File: src/logic/tfm_pkg.sv
// Constants for the terminal function multiplexer.
package tfm_pkg;
  localparam int unsigned NUM_REGS  = 35;
  localparam int unsigned ADDR_W    = 8;
  localparam int unsigned NUM_TERM  = 23;
  localparam int unsigned NUM_OPT   = 6;
  localparam int unsigned NUM_TMR   = 8;
  localparam int unsigned IDX_W     = 6;
  localparam int unsigned BIT_W     = 5;
  localparam int unsigned OPT_W     = 3;

  // Each pin select register is one word at byte address four times its number.
  localparam logic [ADDR_W-1:0] REG_STRIDE = 8'h04;
  localparam logic [31:0]       REG_RESET  = 32'h00000000;
  localparam logic [OPT_W-1:0]  OPT_DEFAULT = 3'h0;

  // Output terminals: control register number and field start bit.
  localparam logic [IDX_W-1:0] TERM_REG [NUM_TERM] = '{
    6'h01, 6'h02, 6'h02, 6'h03, 6'h04, 6'h0D, 6'h14, 6'h08,
    6'h0C, 6'h21, 6'h09, 6'h09, 6'h21, 6'h21, 6'h05, 6'h05,
    6'h21, 6'h07, 6'h0E, 6'h11, 6'h22, 6'h22, 6'h0B};
  localparam logic [BIT_W-1:0] TERM_BIT [NUM_TERM] = '{
    5'h00, 5'h00, 5'h18, 5'h10, 5'h00, 5'h18, 5'h10, 5'h08,
    5'h10, 5'h18, 5'h10, 5'h08, 5'h10, 5'h08, 5'h00, 5'h08,
    5'h00, 5'h10, 5'h00, 5'h00, 5'h00, 5'h08, 5'h18};

  // Timer channel inputs 17,19,...,31: first and second select bit locations.
  localparam logic [IDX_W-1:0] TMR_B1_REG [NUM_TMR] = '{
    6'h14, 6'h08, 6'h09, 6'h0C, 6'h07, 6'h00, 6'h00, 6'h09};
  localparam logic [BIT_W-1:0] TMR_B1_BIT [NUM_TMR] = '{
    5'h11, 5'h09, 5'h19, 5'h11, 5'h09, 5'h1A, 5'h12, 5'h0A};
  localparam logic [IDX_W-1:0] TMR_B2_REG [NUM_TMR] = '{
    6'h18, 6'h18, 6'h19, 6'h19, 6'h19, 6'h19, 6'h1A, 6'h1A};
  localparam logic [BIT_W-1:0] TMR_B2_BIT [NUM_TMR] = '{
    5'h10, 5'h18, 5'h00, 5'h08, 5'h10, 5'h18, 5'h00, 5'h08};

  // Port B bit 2 input select.
  localparam logic [IDX_W-1:0] PB2_SEL_REG = 6'h1D;
  localparam logic [BIT_W-1:0] PB2_SEL_BIT = 5'h10;

  // Pull values forced while the shared port B bit 2 path is in use.
  localparam logic PB2_FORCED_PULL_DISABLE = 1'b0;
  localparam logic PB2_FORCED_PULL_UP      = 1'b1;

  localparam logic [1:0] HTRANS_NONSEQ = 2'h2;
  localparam logic [1:0] HTRANS_SEQ    = 2'h3;
endpackage

File: src/logic/tfm_terminal_function_mux.sv
// Terminal function multiplexer with AHB-Lite pin select registers.
// Notes on behaviour
// - Output terminal routes the set-bit function.
// - Software selects which terminal feeds input.
// - After reset inputs come from dedicated terminals.
// - Timer input dedicated when first clear/both set.
// - Timer input shared when first set, second clear.
// - Port B bit 2 single select bit.
// - Shared port B bit 2 forces pull up.
// - Fourth serial port select bits stay writable.
`timescale 1ns/1ns
module tfm_terminal_function_mux (
  input  wire logic                                     ref_clk,
  input  wire logic                                     rst,
  input  wire logic                                     clk_en,
  input  wire logic                                     hsel,
  input  wire logic [31:0]                              haddr,
  input  wire logic [1:0]                               htrans,
  input  wire logic                                     hwrite,
  input  wire logic [2:0]                               hsize,
  input  wire logic [31:0]                              hwdata,
  input  wire logic                                     hready,
  output logic      [31:0]                              hrdata,
  output logic                                          hreadyout,
  output logic                                          hresp,
  input  wire logic [tfm_pkg::NUM_TERM*tfm_pkg::NUM_OPT-1:0] func_out,
  input  wire logic [tfm_pkg::NUM_TERM*tfm_pkg::NUM_OPT-1:0] func_oe,
  output logic      [tfm_pkg::NUM_TERM-1:0]             pin_out,
  output logic      [tfm_pkg::NUM_TERM-1:0]             pin_oe,
  input  wire logic [tfm_pkg::NUM_TMR-1:0]              timer_channel_input_ded,
  input  wire logic [tfm_pkg::NUM_TMR-1:0]              timer_channel_input_shr,
  output logic      [tfm_pkg::NUM_TMR-1:0]              timer_channel_input,
  input  wire logic                                     port_b_second_select_bit_ded,
  input  wire logic                                     port_b_second_select_bit_shr,
  output logic                                          port_b_second_select_bit_input,
  input  wire logic                                     pull_disable_prog,
  input  wire logic                                     pull_up_choice_prog,
  output logic                                          pull_disable,
  output logic                                          pull_up_choice
);
  localparam int unsigned NIN = tfm_pkg::NUM_TMR * 2 + 2;

  logic [31:0]                   pin_select_reg_q [tfm_pkg::NUM_REGS];
  logic                          dph_valid_q;
  logic                          dph_write_q;
  logic [tfm_pkg::IDX_W-1:0]     dph_idx_q;
  logic                          dph_mapped_q;
  logic [31:0]                   hrdata_q;
  logic [NIN-1:0]                in_s1_q;
  logic [NIN-1:0]                in_s2_q;
  logic [NIN-1:0]                in_s3_q;
  logic [NIN-1:0]                in_flt_q;
  logic [NIN-1:0]                in_raw;
  logic                          aph_take;
  logic [tfm_pkg::IDX_W-1:0]     aph_idx;
  logic                          aph_mapped;
  logic [tfm_pkg::NUM_TERM-1:0]  pin_out_d;
  logic [tfm_pkg::NUM_TERM-1:0]  pin_oe_d;
  logic [tfm_pkg::NUM_TMR-1:0]   tmr_d;
  logic                          pb2_shared;

  // Picks the option number of a field, or the default when not one-hot within bits 0 to 5.
  function automatic logic [tfm_pkg::OPT_W-1:0] opt_pick(input logic [7:0] field);
    logic [tfm_pkg::OPT_W-1:0] pick;
    logic [3:0]                hits;
    pick = tfm_pkg::OPT_DEFAULT;
    hits = 4'h0;
    for (int k = 0; k < 8; k++)
    begin
      if (field[k])
      begin
        hits = hits + 4'h1;
        pick = k[tfm_pkg::OPT_W-1:0];
      end
    end
    if (hits != 4'h1 || field[7:6] != 2'h0)
    begin
      pick = tfm_pkg::OPT_DEFAULT;
    end
    return pick;
  endfunction

  // Reads one control bit from the register array.
  function automatic logic ctl_bit(input logic [tfm_pkg::IDX_W-1:0] idx,
                                   input logic [tfm_pkg::BIT_W-1:0] pos);
    logic [31:0] word;
    word = pin_select_reg_q[idx];
    return word[pos];
  endfunction

  // Address decode of the bus address phase.
  always_comb
  begin
    aph_take   = hsel && hready && clk_en &&
                 (htrans == tfm_pkg::HTRANS_NONSEQ || htrans == tfm_pkg::HTRANS_SEQ);
    aph_idx    = haddr[tfm_pkg::IDX_W+1:2];
    aph_mapped = (haddr[31:tfm_pkg::ADDR_W] == '0) && (haddr[1:0] == 2'h0) &&
                 (haddr[tfm_pkg::ADDR_W-1:2] < tfm_pkg::NUM_REGS[tfm_pkg::ADDR_W-3:0]);
  end

  // Zero wait states; a frozen clock enable stretches the data phase.
  assign hreadyout = clk_en;
  assign hresp     = 1'b0;
  assign hrdata    = hrdata_q;

  always_ff @(posedge ref_clk or posedge rst)
  begin
    if (rst)
    begin
      dph_valid_q  <= 1'b0;
      dph_write_q  <= 1'b0;
      dph_idx_q    <= '0;
      dph_mapped_q <= 1'b0;
    end
    else if (clk_en && hready)
    begin
      dph_valid_q  <= aph_take;
      dph_write_q  <= hwrite;
      dph_idx_q    <= aph_idx;
      dph_mapped_q <= aph_mapped;
    end
  end

  // select bits writable
  // Every bit is stored, including select bits that steer nothing here.
  always_ff @(posedge ref_clk or posedge rst)
  begin
    if (rst)
    begin
      for (int r = 0; r < tfm_pkg::NUM_REGS; r++)
      begin
        pin_select_reg_q[r] <= tfm_pkg::REG_RESET;
      end
    end
    else if (clk_en && dph_valid_q && dph_write_q && dph_mapped_q)
    begin
      pin_select_reg_q[dph_idx_q] <= hwdata;
    end
  end

  // Read data is fetched at the address phase; a write just ahead is forwarded.
  always_ff @(posedge ref_clk or posedge rst)
  begin
    if (rst)
    begin
      hrdata_q <= 32'h00000000;
    end
    else if (clk_en && hready)
    begin
      if (aph_take && !hwrite && aph_mapped)
      begin
        if (dph_valid_q && dph_write_q && dph_mapped_q && dph_idx_q == aph_idx)
        begin
          hrdata_q <= hwdata;
        end
        else
        begin
          hrdata_q <= pin_select_reg_q[aph_idx];
        end
      end
      else if (aph_take && !hwrite)
      begin
        hrdata_q <= 32'h00000000;
      end
    end
  end

  // Terminal inputs come from outside the clock domain.
  assign in_raw = {port_b_second_select_bit_shr, port_b_second_select_bit_ded,
                   timer_channel_input_shr, timer_channel_input_ded};

  always_ff @(posedge ref_clk or posedge rst)
  begin
    if (rst)
    begin
      in_s1_q  <= '0;
      in_s2_q  <= '0;
      in_s3_q  <= '0;
      in_flt_q <= '0;
    end
    else if (clk_en)
    begin
      in_s1_q <= in_raw;
      in_s2_q <= in_s1_q;
      in_s3_q <= in_s2_q;
      for (int i = 0; i < NIN; i++)
      begin
        if (in_s2_q[i] == in_s3_q[i])
        begin
          in_flt_q[i] <= in_s3_q[i];
        end
      end
    end
  end

  always_comb
  begin
    logic [7:0]                field;
    logic [tfm_pkg::OPT_W-1:0] opt;
    logic [31:0]               word;
    field     = 8'h00;
    opt       = tfm_pkg::OPT_DEFAULT;
    word      = 32'h00000000;
    pin_out_d = '0;
    pin_oe_d  = '0;
    for (int t = 0; t < tfm_pkg::NUM_TERM; t++)
    begin
      word  = pin_select_reg_q[tfm_pkg::TERM_REG[t]];
      field = word[tfm_pkg::TERM_BIT[t] +: 8];
      opt   = opt_pick(field);
      pin_out_d[t] = func_out[t*tfm_pkg::NUM_OPT + int'(opt)];
      pin_oe_d[t]  = func_oe[t*tfm_pkg::NUM_OPT + int'(opt)];
    end
  end

  always_ff @(posedge ref_clk or posedge rst)
  begin
    if (rst)
    begin
      pin_out <= '0;
      pin_oe  <= '0;
    end
    else if (clk_en)
    begin
      pin_out <= pin_out_d;
      pin_oe  <= pin_oe_d;
    end
  end

  always_comb
  begin
    logic b1;
    logic b2;
    b1    = 1'b0;
    b2    = 1'b0;
    tmr_d = '0;
    for (int c = 0; c < tfm_pkg::NUM_TMR; c++)
    begin
      b1 = ctl_bit(tfm_pkg::TMR_B1_REG[c], tfm_pkg::TMR_B1_BIT[c]);
      b2 = ctl_bit(tfm_pkg::TMR_B2_REG[c], tfm_pkg::TMR_B2_BIT[c]);
      tmr_d[c] = (b1 && !b2) ? in_flt_q[tfm_pkg::NUM_TMR + c] : in_flt_q[c];
    end
  end

  // reset selects dedicated
  // The cleared reset value of the select bits keeps every input dedicated.
  always_comb
  begin
    pb2_shared = ctl_bit(tfm_pkg::PB2_SEL_REG, tfm_pkg::PB2_SEL_BIT);
  end

  always_ff @(posedge ref_clk or posedge rst)
  begin
    if (rst)
    begin
      timer_channel_input <= '0;
      port_b_second_select_bit_input   <= 1'b0;
    end
    else if (clk_en)
    begin
      timer_channel_input <= tmr_d;
      port_b_second_select_bit_input   <= pb2_shared ? in_flt_q[NIN-1] : in_flt_q[NIN-2];
    end
  end

  // relies on software
  // Software still clears its own pull bits; the force only covers the shared path.
  always_ff @(posedge ref_clk or posedge rst)
  begin
    if (rst)
    begin
      pull_disable   <= 1'b0;
      pull_up_choice <= 1'b0;
    end
    else if (clk_en)
    begin
      pull_disable   <= pb2_shared ? tfm_pkg::PB2_FORCED_PULL_DISABLE : pull_disable_prog;
      pull_up_choice <= pb2_shared ? tfm_pkg::PB2_FORCED_PULL_UP : pull_up_choice_prog;
    end
  end
endmodule

File: config.mk
export PLATFORM = sky130hd
export DESIGN_NAME = tfm_terminal_function_mux
export DESIGN_NICKNAME = d
export VERILOG_FILES = /design/src/logic/tfm_pkg.sv /design/src/logic/tfm_terminal_function_mux.sv
export SDC_FILE = /design/constraint.sdc
export NUM_CORES = 2
export LEC_CHECK = 0
export ABC_CLOCK_PERIOD_IN_PS = 117500
export BUFFER_PORTS_ARGS = -buffer_cell sky130_fd_sc_hd__buf_2
export CORE_MARGIN = 10
export CORE_UTILIZATION = 50
export DETAILED_ROUTE_END_ITERATION = 10
export PLACE_DENSITY = 0.68
export SLEW_MARGIN = 20
export SYNTH_ARGS = -nofsm -noshare
export SYNTH_HDL_FRONTEND = slang
export SYNTH_SLANG_ARGS = --single-unit
File: constraint.sdc
create_clock -name ref_clk -period 117.5 [get_ports ref_clk]
set_input_delay 23.5 -clock ref_clk [delete_from_list [all_inputs] [get_ports ref_clk]]
set_output_delay 23.5 -clock ref_clk [all_outputs]
set_load 0.005 [all_outputs]
==> summary.md <==
| Metric | Value |
|---|---|
| Initial antenna violation count | 20 |
| GRT Total Usage | 26.8% |
| DR DRC count | 0 |
| CP Max Fanout | 76 |
| Commonest non-fill, non-tap cells in the layout | dfrtp_1, mux2_2, buf_2, nand2_1, mux4_2 |
| Clk buf depth | 3 |
| Global route overflow | 0 |
| Dpl cell area | 0.0735 mm^2 |
| Routed Antenna Nets | 0 |
| Yosys top cell area share | 46.1% |
| Max-slew violation count | 0 |
| Grt met1 use | 36.8% |
| CP arrival | 24.19 ns |
| Yosys warns | 0 |
| Cell area after layout | 0.0781 mm^2 |
| #FFs+latches synth | 1,290 |
| Multi-input gate area | 0.0354 mm^2 |
| Crit end category | primary output |
| R2R cell count | 19 |
| Hold Path End | hrdata[26] |
| Largest net degree at the start of global routing | 173 |
| Vias | 48,867 |
| Overall power | 0.000965 W |
| Nets | 6,366 |
| GRT Max-Usage Layer | met2 |
| CP peak stage delay | 0.46 ns |
| GR Util met3 | 6.35% |
| FFs w/ async S/R, synth | 100% |
| Mean Syn Cell Area | 12.3 um^2 |
| Clk sinks | 1,290 |
| Routed vias/inst | 6.22 |
| Netlist Area Pre-Place | 0.0700 mm^2 |
| # rows | 137 |
| Setup violators final | 0 |
| First-pass GRT wire length | 320,000 um |
| Hold wc startpoint | hrdata[26] |
| Max-slew headroom | 15.3% |
| Die Span X | 394 um |
| Minimum clock period | 47.69 ns |
| Post-CTS Resized | 0 |
| Core ar. | 0.139 mm^2 |
| Status | complete, no violations |
| Iteration-0 DRC Markers | 4,587 |
| Clock-pin slew on the worst setup and hold paths | 0.06 ns |
| Netlist cell types | 93 |
| Vias in the first global route | 49,282 |
| Clock skew | 0.0299 ns |
| Worst-Skew Late Latency | 0.78 ns |
| # IOs | 462 |
| Crit-path cells | buf_6, buf_2 |
| HP Class | reg -> reg |
| Static Leakage | 37.2 nW |
| Commonest non-fill, non-tap cell in the layout | dfrtp_1 |
| Final TNS setup | 0 ns |
| R2r setup slk | 111.36 ns |
| Post-CTS setup buffers | 0 |
| RSZ-0062 raised after global routing | false |
| Drt wl/cell | 27.0 um |
| Type of origin of the critical path | primary input |
| Final Cycle Share | 40.6% |
| Maxcap violations | 0 |
| Final hold vios | 0 |
| Post-synth EDFFs | 0 |
| TritonCTS clock tree | built |
| DR pass1 iterations | 6 |
| Required time of the critical path | 94.00 ns |
| Worst slew pin tran | 1.26 ns |
| GP Congestion | 0.985 |
| Synth Flop Type | dfrtp_1 |
| Family with the most delay on the worst path | buffers and inverters |
| H-tree depth | 4 |
| Reg2Reg Capture Point | pin_oe[7] |
| Hold path depth | 2 |
| Sequential area share after synthesis | 46.1% |
| WL final | 212,000 um |
| Post-detail-place hpwl | 145,000 um |
| Die height | 394 um |
| Final core utilization | 56.1% |
| Clk root buf | clkbuf_16 |
| Crit Path Category | in -> out |
| Area grow syn2layout | 11.7% |
| Layout cells sized above 1 | 39.0% |
| Cts hold-fix bufs | 0 |
| Yosys top cell by area | dfrtp_1 |
| Die area | 0.155 mm^2 |
| Worst reg2reg startpoint | pin_select_reg_q[841] |
| PD cells | 12.4 mW/mm^2 |
| CTS buffer count | 139 |
| Post-synthesis cell count | 5,684 |
| Worst path buffer plus inverter count | 2 |
| Port Buffer Count | 456 |
| Seq. cell area | 0.0323 mm^2 |
| Filler cells | 11,535 |
| Initial core utilization | 50.3% |
| Max Fclk | 0.0210 GHz |
| Synth top area cells | dfrtp_1, mux2_2, mux4_2 |
| Slowest CP cell | buf_6 |
| Max VDD drop | 0.0000151 V |
| Synthesized Nets | 6,181 |
| Met2 usage | 41.2% |
-- cell families (layout without fill, tap and decap cells) --
kind of cell,count (synthesis),after routing,share of synthesized area (%)
mux,1703,1703,32.3
compound gates,780,780,7.06
flops,1290,1290,46.1
buf+inv,638,928,3.59
other cells,1,10,0.00536
simple gates,998,998,6.70
xor+xnor,148,148,1.96
fa+ha+maj,126,126,2.25
-- sequential cells by signal, indices dropped and copies added (netlist names), 6 cells and up --
signal / count
timer_channel_input: 8
dph_idx_q: 6
pin_select_reg_q: 1119
in_s1_q: 18
in_flt_q: 18
pin_out: 23
pin_oe: 23
in_s2_q: 18
hrdata: 32
in_s3_q: 18
-- metal layers --
metal  share of wire (%)  vias to the layer above
li1                    -                    21169
met1                  43                    25450
met2                  46                     1836
met3                 7.9                      390
met4                 3.9                       22
met5               0.058                        -
-- area by class of cell --
| cell class | count | share of cell area, % |
|---|---|---|
| clock inverters | 42 | 0.690 |
| flip-flops and latches | 1290 | 41.3 |
| inverters | 155 | 0.754 |
| well taps | 1876 | 3.00 |
| clock buffers | 204 | 5.19 |
| diodes | 9 | 0.0288 |
| repair buffers | 527 | 3.73 |
| multi-input cells | 3756 | 45.3 |
-- worst max path at each step --
| stage | to | cells past startpoint | startpoint |
|---|---|---|---|
| detailed placement | hreadyout | 2 | clk_en |
| finish | hreadyout | 2 | clk_en |
| global placement | hreadyout | 2 | clk_en |
| CTS | hreadyout | 2 | clk_en |
| global route | hreadyout | 2 | clk_en |
| floorplan | dph_idx_q[0] | 1 | rst |
-- cell usage after synthesis (25+ instances only) --
cell type	number
nand2b_1	31
nand3_1	88
nor3_1	30
clkbuf_1	316
nor2b_1	29
xor2_1	68
xnor2_1	75
mux4_2	322
buf_2	46
inv_1	154
o21ai_0	271
ha_1	126
mux2_2	1184
buf_1	109
o22ai_1	35
nor2_1	278
a31oi_1	25
dfrtp_1	1290
mux2i_1	191
o221ai_1	38
and2_1	30
a21oi_1	163
nand2_1	354
-- report_power, final --
| group | internal (W) | switching (W) | total, W |
|---|---|---|---|
| logic | 0.0000209 | 0.0000407 | 0.0000616 |
| clock network | 0.000261 | 0.000183 | 0.000445 |
| registers | 0.000452 | 0.00000696 | 0.000459 |
| total | 0.000735 | 0.000231 | 0.000965 |
-- metrics by stage --
step	hold WS [ns]	setup slack (ns)	std cells
finish	0.479	69.81	7859
global route	0.506	69.76	7855
CTS	0.481	69.81	7850
detailed placement	0.468	69.82	7604
global placement	0.459	69.81	7604
floorplan	0.442	57.64	5684
Power figures use the tool's default switching activity.
